$ cat src/hw/amc_pkg.sv
// shared constants and carriers for the converter mode and pin configuration block
package amc_pkg;

  // register map (offsets chosen for this block, word index = offset)
  localparam logic [3:0] ADDR_CTRL      = 4'h0;
  localparam logic [3:0] ADDR_STATUS    = 4'h1;
  localparam logic [3:0] ADDR_CONFIG    = 4'h2;
  localparam logic [3:0] ADDR_SCRATCH   = 4'h3;

  // ctrl register fields (software mode only)
  localparam int CTRL_OSR_LSB   = 0;
  localparam int CTRL_BURST_BIT = 3;
  localparam int CTRL_SEQ_BIT   = 4;
  localparam int CTRL_CHK_BIT   = 5;
  localparam int CTRL_PAIR_LSB  = 8;
  localparam logic [15:0] CTRL_RESET = 16'h0000;
  localparam logic [15:0] SCRATCH_RESET = 16'h0000;

  // timing at 25 MHz
  localparam int CLK_PERIOD_NS      = 40;
  localparam int FULL_RESET_NS      = 1200;
  localparam int PARTIAL_MIN_NS     = 40;
  localparam int FULL_RESET_CYCLES  = (FULL_RESET_NS + CLK_PERIOD_NS - 1) / CLK_PERIOD_NS;
  localparam int PARTIAL_MIN_CYCLES = (PARTIAL_MIN_NS + CLK_PERIOD_NS - 1) / CLK_PERIOD_NS;
  localparam int CONV_CYCLES        = 20;
  localparam int PAIR_COUNT         = 8;

  typedef enum logic [1:0] {
    AMC_IF_PARALLEL = 2'h0,
    AMC_IF_SERIAL   = 2'h1,
    AMC_IF_BYTE     = 2'h3
  } amc_iface_e;

  // configuration in force, latched from the straps at full reset release
  typedef struct packed {
    logic       hw_mode;
    amc_iface_e iface;
    logic       single_wire;
    logic       ref_internal;
    logic       check_code;
    logic       burst;
    logic       sequencer;
    logic [2:0] osr;
  } amc_cfg_s;

  // strap pin levels
  typedef struct packed {
    logic [1:0] range_mode;
    logic       iface_sel;
    logic       byte_sel;
    logic       single_wire;
    logic       ref_sel;
    logic       check_code;
    logic       burst_wr;
    logic       sequencer;
    logic [2:0] osr;
  } amc_strap_s;

endpackage : amc_pkg

$ cat src/hw/amc_ctrl.sv
// converter mode, shutdown, strap latch and conversion control
`timescale 1ns/1ps
`default_nettype none
module amc_ctrl #(
  parameter int CONV_CYCLES = amc_pkg::CONV_CYCLES,
  parameter int PAIR_COUNT  = amc_pkg::PAIR_COUNT
) (
  input  wire logic                core_clk,
  input  wire logic                reset_n,
  input  wire logic                dev_reset_pin_n,
  input  wire logic                conv_trigger,
  input  wire amc_pkg::amc_strap_s strap_pins,
  input  wire logic [2:0]          pair_select_pins,
  input  wire logic [3:0]          reg_addr,
  input  wire logic [15:0]         reg_wdata,
  input  wire logic                reg_wr,
  input  wire logic                reg_rd,
  output var  logic [15:0]         reg_rdata,
  output var  logic                busy,
  output var  logic                shutdown,
  output var  logic                hw_mode,
  output var  logic [1:0]          iface_type,
  output var  logic [1:0]          analog_range,
  output var  logic [2:0]          active_pair,
  output var  logic                result_strobe,
  output var  logic                access_refused
);
  // elaboration checks: 8-bit cycle counter, 3-bit pair index
  if (CONV_CYCLES < 1 || CONV_CYCLES > 255) begin : g_bad_conv
    $error("CONV_CYCLES out of range");
  end
  if (PAIR_COUNT != 8) begin : g_bad_pairs
    $error("PAIR_COUNT must be 8");
  end

  typedef enum logic [1:0] {
    AMC_IDLE = 2'b00,
    AMC_CONV = 2'b01,
    AMC_DONE = 2'b11
  } amc_state_e;

  ////////////////////////////////////////////////////////////////////////////
  // pin synchronisers
  localparam int SW = $bits(amc_pkg::amc_strap_s) + 5;
  logic [SW-1:0] sync_q;
  amc_pkg::amc_strap_s strap_s;
  logic [2:0] pair_s;
  logic       trig_s;
  logic       rst_pin_s;

  amc_sync #(.WIDTH(SW)) u_sync (
    .core_clk (core_clk),
    .reset_n  (reset_n),
    .async_in ({strap_pins, pair_select_pins, conv_trigger, dev_reset_pin_n}),
    .sync_out (sync_q)
  );
  assign {strap_s, pair_s, trig_s, rst_pin_s} = sync_q;

  ////////////////////////////////////////////////////////////////////////////
  // reset pulse width measurement
  logic [5:0] low_cnt;
  logic       rst_pin_q;
  logic       trig_q;
  wire        pin_rise    = rst_pin_s && !rst_pin_q;
  wire        long_low    = low_cnt >= 6'(amc_pkg::FULL_RESET_CYCLES);
  wire        full_rel    = pin_rise && shutdown;
  wire        partial_rel = pin_rise && !shutdown
                            && low_cnt >= 6'(amc_pkg::PARTIAL_MIN_CYCLES);
  wire        enter_sd    = !rst_pin_s && long_low && !shutdown;

  // count low time, saturating
  always_ff @(posedge core_clk or negedge reset_n) begin
    if (!reset_n) begin
      low_cnt   <= '0;
      rst_pin_q <= 1'b0;
      trig_q    <= 1'b0;
    end else begin
      rst_pin_q <= rst_pin_s;
      trig_q    <= trig_s;
      if (rst_pin_s)
        low_cnt <= '0;
      else if (!long_low)
        low_cnt <= low_cnt + 6'h01;
    end
  end

  // shutdown held from the 1.2 us mark until the pin rises; starts in shutdown
  always_ff @(posedge core_clk or negedge reset_n) begin
    if (!reset_n)
      shutdown <= 1'b1;
    else if (enter_sd)
      shutdown <= 1'b1;
    else if (full_rel)
      shutdown <= 1'b0;
  end

  ////////////////////////////////////////////////////////////////////////////
  // strap latch at full reset release
  amc_pkg::amc_cfg_s cfg;
  amc_pkg::amc_cfg_s next_cfg;
  logic [15:0] ctrl_reg;
  logic [15:0] scratch;
  wire         strap_hw = strap_s.range_mode != 2'h0;
  wire [1:0]   strap_if = {strap_s.iface_sel & strap_s.byte_sel, strap_s.iface_sel};

  always_comb begin
    next_cfg              = cfg;
    next_cfg.hw_mode      = strap_hw;
    next_cfg.iface        = amc_pkg::amc_iface_e'(strap_if);
    next_cfg.single_wire  = strap_s.single_wire;
    next_cfg.ref_internal = strap_s.ref_sel;
    next_cfg.check_code   = strap_hw & strap_s.check_code;
    next_cfg.burst        = strap_hw & strap_s.burst_wr;
    next_cfg.sequencer    = strap_hw & strap_s.sequencer;
    next_cfg.osr          = strap_hw ? strap_s.osr : 3'h0;
  end

  // latched only at full release; fixed otherwise
  always_ff @(posedge core_clk or negedge reset_n) begin
    if (!reset_n)
      cfg <= '0;
    else if (full_rel)
      cfg <= next_cfg;
  end

  // effective settings: pins in hardware mode, registers in software mode
  wire       eff_burst = cfg.hw_mode ? cfg.burst : ctrl_reg[amc_pkg::CTRL_BURST_BIT];
  wire       eff_seq   = cfg.hw_mode ? cfg.sequencer : ctrl_reg[amc_pkg::CTRL_SEQ_BIT];
  wire [2:0] eff_osr   = cfg.hw_mode ? cfg.osr : ctrl_reg[amc_pkg::CTRL_OSR_LSB +: 3];
  wire [2:0] eff_pair  = cfg.hw_mode ? pair_s : ctrl_reg[amc_pkg::CTRL_PAIR_LSB +: 3];

  ////////////////////////////////////////////////////////////////////////////
  // register port
  wire regs_live  = !shutdown && !cfg.hw_mode;
  wire wr_ok      = reg_wr && regs_live;
  wire refuse     = (reg_wr || reg_rd) && !regs_live;
  wire [15:0] status_word = {9'h000, active_pair, cfg.hw_mode, shutdown, busy, 1'b0};
  wire [15:0] config_word = {5'h00, cfg.osr, cfg.sequencer, cfg.burst, cfg.check_code,
                             cfg.ref_internal, cfg.single_wire, cfg.iface, cfg.hw_mode};
  logic [15:0] read_mux;

  always_comb begin
    read_mux = 16'h0000;
    unique case (reg_addr)
      amc_pkg::ADDR_CTRL:    read_mux = ctrl_reg;
      amc_pkg::ADDR_STATUS:  read_mux = status_word;
      amc_pkg::ADDR_CONFIG:  read_mux = config_word;
      amc_pkg::ADDR_SCRATCH: read_mux = scratch;
      default:               read_mux = 16'h0000;
    endcase
  end

  // writes; cleared on shutdown, kept over a partial reset
  always_ff @(posedge core_clk or negedge reset_n) begin
    if (!reset_n) begin
      ctrl_reg <= amc_pkg::CTRL_RESET;
      scratch  <= amc_pkg::SCRATCH_RESET;
    end else if (shutdown) begin
      ctrl_reg <= amc_pkg::CTRL_RESET;
      scratch  <= amc_pkg::SCRATCH_RESET;
    end else if (wr_ok && reg_addr == amc_pkg::ADDR_CTRL) begin
      ctrl_reg <= reg_wdata;
    end else if (wr_ok && reg_addr == amc_pkg::ADDR_SCRATCH) begin
      scratch <= reg_wdata;
    end
  end

  // read data one cycle later; status is always readable for diagnosis
  always_ff @(posedge core_clk or negedge reset_n) begin
    if (!reset_n) begin
      reg_rdata      <= 16'h0000;
      access_refused <= 1'b0;
    end else begin
      reg_rdata      <= (reg_rd && (regs_live || reg_addr == amc_pkg::ADDR_STATUS))
                        ? read_mux : 16'h0000;
      access_refused <= refuse;
    end
  end

  ////////////////////////////////////////////////////////////////////////////
  // conversion sequencer
  amc_state_e state;
  amc_state_e next_state;
  logic [7:0]  cyc_cnt;
  logic [7:0]  os_cnt;
  logic [2:0]  pair_last;
  wire  trig_rise  = trig_s && !trig_q;
  wire  can_start  = state == AMC_IDLE && !shutdown && rst_pin_s;
  wire  start      = trig_rise && can_start;
  wire  cyc_end    = cyc_cnt == 8'(CONV_CYCLES - 1);
  wire  os_end     = os_cnt == (8'h01 << eff_osr) - 8'h01;
  wire  result     = state == AMC_CONV && cyc_end && os_end;
  wire  more_burst = eff_burst && active_pair != pair_last;
  wire  in_reset   = !rst_pin_s;

  always_comb begin
    next_state = state;
    unique case (state)
      AMC_IDLE: if (start) next_state = AMC_CONV;
      AMC_CONV: if (result && !more_burst) next_state = AMC_DONE;
      AMC_DONE: next_state = AMC_IDLE;
    endcase
    if (in_reset)
      next_state = AMC_IDLE;
  end

  always_ff @(posedge core_clk or negedge reset_n) begin
    if (!reset_n)
      state <= AMC_IDLE;
    else
      state <= next_state;
  end

  // cycle and oversample counters, channel stepping
  always_ff @(posedge core_clk or negedge reset_n) begin
    if (!reset_n) begin
      cyc_cnt     <= '0;
      os_cnt      <= '0;
      active_pair <= 3'h0;
      pair_last   <= 3'h0;
    end else if (in_reset || start) begin
      cyc_cnt     <= '0;
      os_cnt      <= '0;
      active_pair <= eff_burst ? 3'h0 : eff_pair;
      pair_last   <= eff_pair;
    end else if (state == AMC_CONV) begin
      cyc_cnt <= cyc_end ? 8'h00 : cyc_cnt + 8'h01;
      if (cyc_end)
        os_cnt <= os_end ? 8'h00 : os_cnt + 8'h01;
      if (result && more_burst)
        active_pair <= active_pair + 3'h1;
      else if (result && eff_seq && !eff_burst)
        active_pair <= active_pair + 3'h1;
    end
  end

  // busy high from start until results latched; whole burst sequence
  always_ff @(posedge core_clk or negedge reset_n) begin
    if (!reset_n) begin
      busy          <= 1'b0;
      result_strobe <= 1'b0;
    end else begin
      result_strobe <= result && !in_reset;
      if (in_reset)
        busy <= 1'b0;
      else if (start)
        busy <= 1'b1;
      else if (result && !more_burst)
        busy <= 1'b0;
    end
  end

  // mode, interface and live range outputs
  always_ff @(posedge core_clk or negedge reset_n) begin
    if (!reset_n) begin
      hw_mode      <= 1'b0;
      iface_type   <= 2'h0;
      analog_range <= 2'h0;
    end else begin
      hw_mode      <= cfg.hw_mode;
      iface_type   <= cfg.iface;
      analog_range <= cfg.hw_mode ? strap_s.range_mode : 2'h0;
    end
  end

  ////////////////////////////////////////////////////////////////////////////
  // assertions
  busy_rise_a: assert property (@(posedge core_clk) disable iff (!reset_n)
    start |=> busy) else $error("busy did not rise after start");
  ignore_trig_a: assert property (@(posedge core_clk) disable iff (!reset_n)
    busy && trig_rise |=> $stable(active_pair) || result_strobe || !rst_pin_s)
    else $error("trigger while busy changed pair");
  hw_refuse_a: assert property (@(posedge core_clk) disable iff (!reset_n)
    cfg.hw_mode && reg_wr |=> ($stable(ctrl_reg) && $stable(scratch)) || shutdown)
    else $error("register written in hardware mode");
  mode_fixed_a: assert property (@(posedge core_clk) disable iff (!reset_n)
    !full_rel |=> $stable(cfg)) else $error("config changed without full reset");
  shutdown_entry_a: assert property (@(posedge core_clk) disable iff (!reset_n)
    $fell(rst_pin_s) ##1 !rst_pin_s [*8] |-> ##24 (shutdown || rst_pin_s))
    else $error("shutdown not entered");
  clear_regs_a: assert property (@(posedge core_clk) disable iff (!reset_n)
    shutdown |=> ctrl_reg == amc_pkg::CTRL_RESET) else $error("registers not cleared");
  hw_decode_a: assert property (@(posedge core_clk) disable iff (!reset_n)
    full_rel |=> cfg.hw_mode == ($past(strap_s.range_mode) != 2'h0))
    else $error("mode decode wrong");
  iface_decode_a: assert property (@(posedge core_clk) disable iff (!reset_n)
    full_rel && !strap_s.iface_sel |=> cfg.iface == amc_pkg::AMC_IF_PARALLEL)
    else $error("interface decode wrong");
  burst_pin_a: assert property (@(posedge core_clk) disable iff (!reset_n)
    full_rel |=> cfg.burst == ($past(strap_hw) && $past(strap_s.burst_wr)))
    else $error("burst strap wrong");
  one_result_a: assert property (@(posedge core_clk) disable iff (!reset_n)
    result_strobe && !eff_burst |=> !result_strobe) else $error("double result");
  range_live_a: assert property (@(posedge core_clk) disable iff (!reset_n)
    cfg.hw_mode |=> analog_range == $past(strap_s.range_mode))
    else $error("range not applied");
  partial_keep_a: assert property (@(posedge core_clk) disable iff (!reset_n)
    partial_rel && !reg_wr |=> !shutdown && $stable(ctrl_reg) && $stable(cfg))
    else $error("partial reset cleared state");

  conv_done_c: cover property (@(posedge core_clk) disable iff (!reset_n) result_strobe);
  burst_seq_c: cover property (@(posedge core_clk) disable iff (!reset_n)
    result_strobe && busy);
  shutdown_exit_c: cover property (@(posedge core_clk) disable iff (!reset_n) full_rel);
  partial_c: cover property (@(posedge core_clk) disable iff (!reset_n) partial_rel);
endmodule : amc_ctrl
`default_nettype wire

$ cat src/hw/amc_sync.sv
// two flip-flop synchroniser for a bus of pin levels
`timescale 1ns/1ps
`default_nettype none
module amc_sync #(
  parameter int WIDTH = 1
) (
  input  wire logic             core_clk,
  input  wire logic             reset_n,
  input  wire logic [WIDTH-1:0] async_in,
  output var  logic [WIDTH-1:0] sync_out
);
  logic [WIDTH-1:0] stage;

  // first stage feeds only the second
  always_ff @(posedge core_clk or negedge reset_n) begin
    if (!reset_n) begin
      stage    <= '0;
      sync_out <= '0;
    end else begin
      stage    <= async_in;
      sync_out <= stage;
    end
  end
endmodule : amc_sync
`default_nettype wire
$ cat config.mk
export PLATFORM = sky130hd
export DESIGN_NAME = amc_ctrl
export DESIGN_NICKNAME = d
export VERILOG_FILES = /design/src/hw/amc_pkg.sv /design/src/hw/amc_ctrl.sv /design/src/hw/amc_sync.sv
export SDC_FILE = /design/constraint.sdc
export NUM_CORES = 1
export LEC_CHECK = 0
export BUFFER_PORTS_ARGS = -buffer_cell sky130_fd_sc_hd__buf_2
export CAP_MARGIN = 10
export CORE_MARGIN = 5
export CORE_UTILIZATION = 62
export CTS_CLUSTER_SIZE = 24
export DETAILED_ROUTE_END_ITERATION = 8
export MAX_ROUTING_LAYER = met4
export PLACE_DENSITY = 0.82
export SYNTH_ARGS = -nofsm -noshare
export SYNTH_HDL_FRONTEND = slang
export SYNTH_SLANG_ARGS = --single-unit
export TNS_END_PERCENT = 10
$ cat constraint.sdc
create_clock -name core_clk -period 6.9 [get_ports core_clk]
set_input_delay 1.38 -clock core_clk [delete_from_list [all_inputs] [get_ports core_clk]]
set_output_delay 1.38 -clock core_clk [all_outputs]
set_load 0.05 [all_outputs]
==> key figures <==
Clock tree
  • CTS Buffer Depth: 2
  • H-tree depth: 4
  • Clk sinks: 134
  • Clk slew on worst S/H paths: 70 ps
  • Number of buffers created by CTS: 17
  • CTS tree: done
  • Resize count post-CTS: 0
  • Root Driver: clkbuf_8
  • # hold bufs at CTS: 0
  • Setup bufs post-CTS: 0
  • Clock latency on the worst-skew pair: 520 ps

Floorplanning
  • I/O pins: 69
  • Initial Utilization: 0.644
  • Area of the core: 8810 µm²
  • Die area: 11200 µm²
  • Die Span Y: 106 µm
  • Die width: 106 µm
  • Row count: 34

Critical path
  • Reg2Reg Depth: 9
  • Largest fanout on the critical path: 24
  • Required time of the worst setup path: 7340 ps
  • Crit path DAT: 3980 ps
  • Worst Setup Start Kind: flop
  • CP Capture Type: flop
  • Slowest cell on the critical path: dfrtp_1
  • Critical Path, Cell by Cell: mux2_4 > o21ai_0 > ha_1 > nor4bb_1 > o21a_1 > a31o_1 > o22ai_2 > or4_1 > a31oi_1
  • CP Class: reg2reg
  • Largest stage delay, worst path: 950 ps

Hold path
  • Hold path depth: 0
  • HP Class: reg2reg

Cells and area
  • Register area: 3350 µm²
  • Multi-input logic area: 2220 µm²
  • Fraction of layout cells with a size suffix above 1: 0.217
  • Fin area: 6700 µm²
  • Biggest regs: u_sync.stage: 17 flops, u_sync.sync_out: 17 flops
  • Synth-to-Final Area Change: 18.2%
  • Diode count: 0
  • Nets: 638
  • # fillers: 577

Logic synthesis
  • Synth Warn #: 0
  • #FFs+latches synth: 134
  • Top cells by area, synth: dfrtp_1, nand2_1, nor2_1, mux2i_1, o21ai_0
  • Post-synth ARST share: 1.00
  • Seq/Total Area, Yosys: 0.592
  • Most common flop cell mapped by yosys: dfrtp_1
  • Mapped Cells: 520
  • Yosys top cell by area: dfrtp_1
  • Unique masters post-synth: 53
  • Synth Net Count: 567
  • Commonest cells in the netlist: dfrtp_1, nand2_1, nor2_1
  • Mean Syn Cell Area: 10.9 µm²
  • Area of the mapped netlist: 5670 µm²
  • Post-synth EDFFs: 0
  • Count leader, synth: dfrtp_1
  • Yosys top cell area share: 0.587

Pwr
  • Pwr dens: 306 nW/µm²
  • VDD IR max: 0.000255 V
  • Power Total: 0.00205 W
  • Static Leak: 3.31 nW

Global routing
  • Global route total overflow: 0
  • Largest net degree at the start of global routing: 87
  • Grt met1 use: 0.319
  • Initial antenna violation count: 0
  • Gr busiest metal: met2
  • Met3 GRT Util: 0.0697
  • Vias in the first global route: 4382
  • Total track usage: 0.249
  • First-pass GRT wire length: 21.4 mm
  • Met2 Use GR: 0.389

Place
  • Port bufs: 68
  • Dpl ws: 3320 ps
  • Placer Congestion: 0.838
  • Detailed placement HPWL: 8.25 mm
  • Post-placement cell area: 6090 µm²

Routing
  • Routed vias/inst: 5.94
  • Avg WL per Cell: 17.8 µm
  • Post-Route WL: 12.7 mm
  • Detailed-router iteration count before antenna repair: 5
  • DRT iter0 DRCs: 270
  • Post-route ant nets: 0
  • DRC viols: 0
  • Routed via count: 4228

Status
  • Run status: complete, no violations

Timing
  • Unrepaired setup endpoints after global routing: no
  • Setup TNS: 0 ps
  • Slew margin rel.: 0.218
  • Fmax: 0.282 GHz
  • Minimum clock period: 3540 ps
  • WHS: 348 ps
  • Worst slew pin tran: 1170 ps
  • Final Hold Viols: 0
  • Clock Skew: 6.61 ps
  • Finish-stage setup viols: 0
  • Slew Limit Fails: 0
  • Final cycle utilization of the critical path: 0.513
  • Worst Setup Slack, final: 3360 ps

Flow run
  • Max Cap Viol: 0
==> cells in the final DEF, fill, tap and decap left out, drive strengths merged, types with 3 or more instances in the layout <==
| cell type | instances |
|---|---|
| clkbuf | 17 |
| a22oi | 6 |
| nor3 | 5 |
| buf | 72 |
| or2 | 3 |
| inv | 15 |
| o221ai | 5 |
| o31ai | 3 |
| nand4 | 8 |
| nor2b | 12 |
| xnor2 | 7 |
| mux2i | 25 |
| and3 | 4 |
| mux4 | 6 |
| o211ai | 4 |
| and2 | 7 |
| nor2 | 72 |
| clkinv | 4 |
| nand3 | 9 |
| ha | 6 |
| a21oi | 10 |
| mux2 | 10 |
| xor2 | 6 |
| nand2 | 80 |
| dfrtp | 133 |
| o21ai | 44 |
| nor4b | 3 |
==> metal layers <==
| metal | part of all wire | vias up |
|---|---|---|
| met2 | 0.50 | 162 |
| met4 | 0.020 | 0 |
| met5 | 0 | - |
| met3 | 0.063 | 27 |
| li1 | - | 1945 |
| met1 | 0.42 | 2094 |
==> worst max-delay path: cells and delay by family (launching register included) <==
kind	cells	cell delay [ps]
AND/OR/NAND/NOR	2	1090
flip-flops	1	950
AO/OA/AOI/OAI	5	720
multiplexers	1	390
adder cells (fa/ha/maj)	1	290
==> where the power goes <==
part / internal [W] / switching (W)
clock: 0.000501 / 0.000389
sequential: 0.000849 / 0.0000525
combinational: 0.000103 / 0.000156
==> worst paths after layout <==
check / slack [ps] / endpoint / from
max: 3360 / active_pair[2]$_DFFE_PN0P_ / cfg[10]$_DFFE_PN0P_
min: 350 / u_sync.sync_out[5]$_DFF_PN0_ / u_sync.stage[5]$_DFF_PN0_
max reg2reg: 3360 / active_pair[2]$_DFFE_PN0P_ / cfg[10]$_DFFE_PN0P_
min reg2reg: 350 / u_sync.sync_out[5]$_DFF_PN0_ / u_sync.stage[5]$_DFF_PN0_
max in group asynchronous: 4690 / ctrl_reg[7]$_DFFE_PN0P_ / reset_n
min in group asynchronous: 1030 / u_sync.stage[11]$_DFF_PN0_ / reset_n
==> through the flow <==
step                instances   util
global placement          678  0.692
finish                    712  0.761
detailed placement        678  0.692
CTS                       710  0.759
floorplan                 520      -
global route              712  0.761
==> cell type report <==
class,instances,area share
Tap cell,108,0.0202
Clock inverter,15,0.0265
Inverter,7,0.00392
Clock buffer,17,0.0618
Multi-Input combinational cell,359,0.331
Timing Repair Buffer,72,0.0562
Sequential cell,134,0.501
==> logic make-up after synthesis <==
| logic type | after synthesis | share of synthesized area |
|---|---|---|
| AO/OA/AOI/OAI | 84 | 0.0940 |
| multiplexers | 41 | 0.0885 |
| AND/OR/NAND/NOR | 215 | 0.174 |
| buffers and inverters | 27 | 0.0185 |
| adder cells (fa/ha/maj) | 6 | 0.0132 |
| flip-flops | 134 | 0.592 |
| XOR/XNOR | 13 | 0.0201 |
No activity file was read; power rests on OpenSTA's default activity.
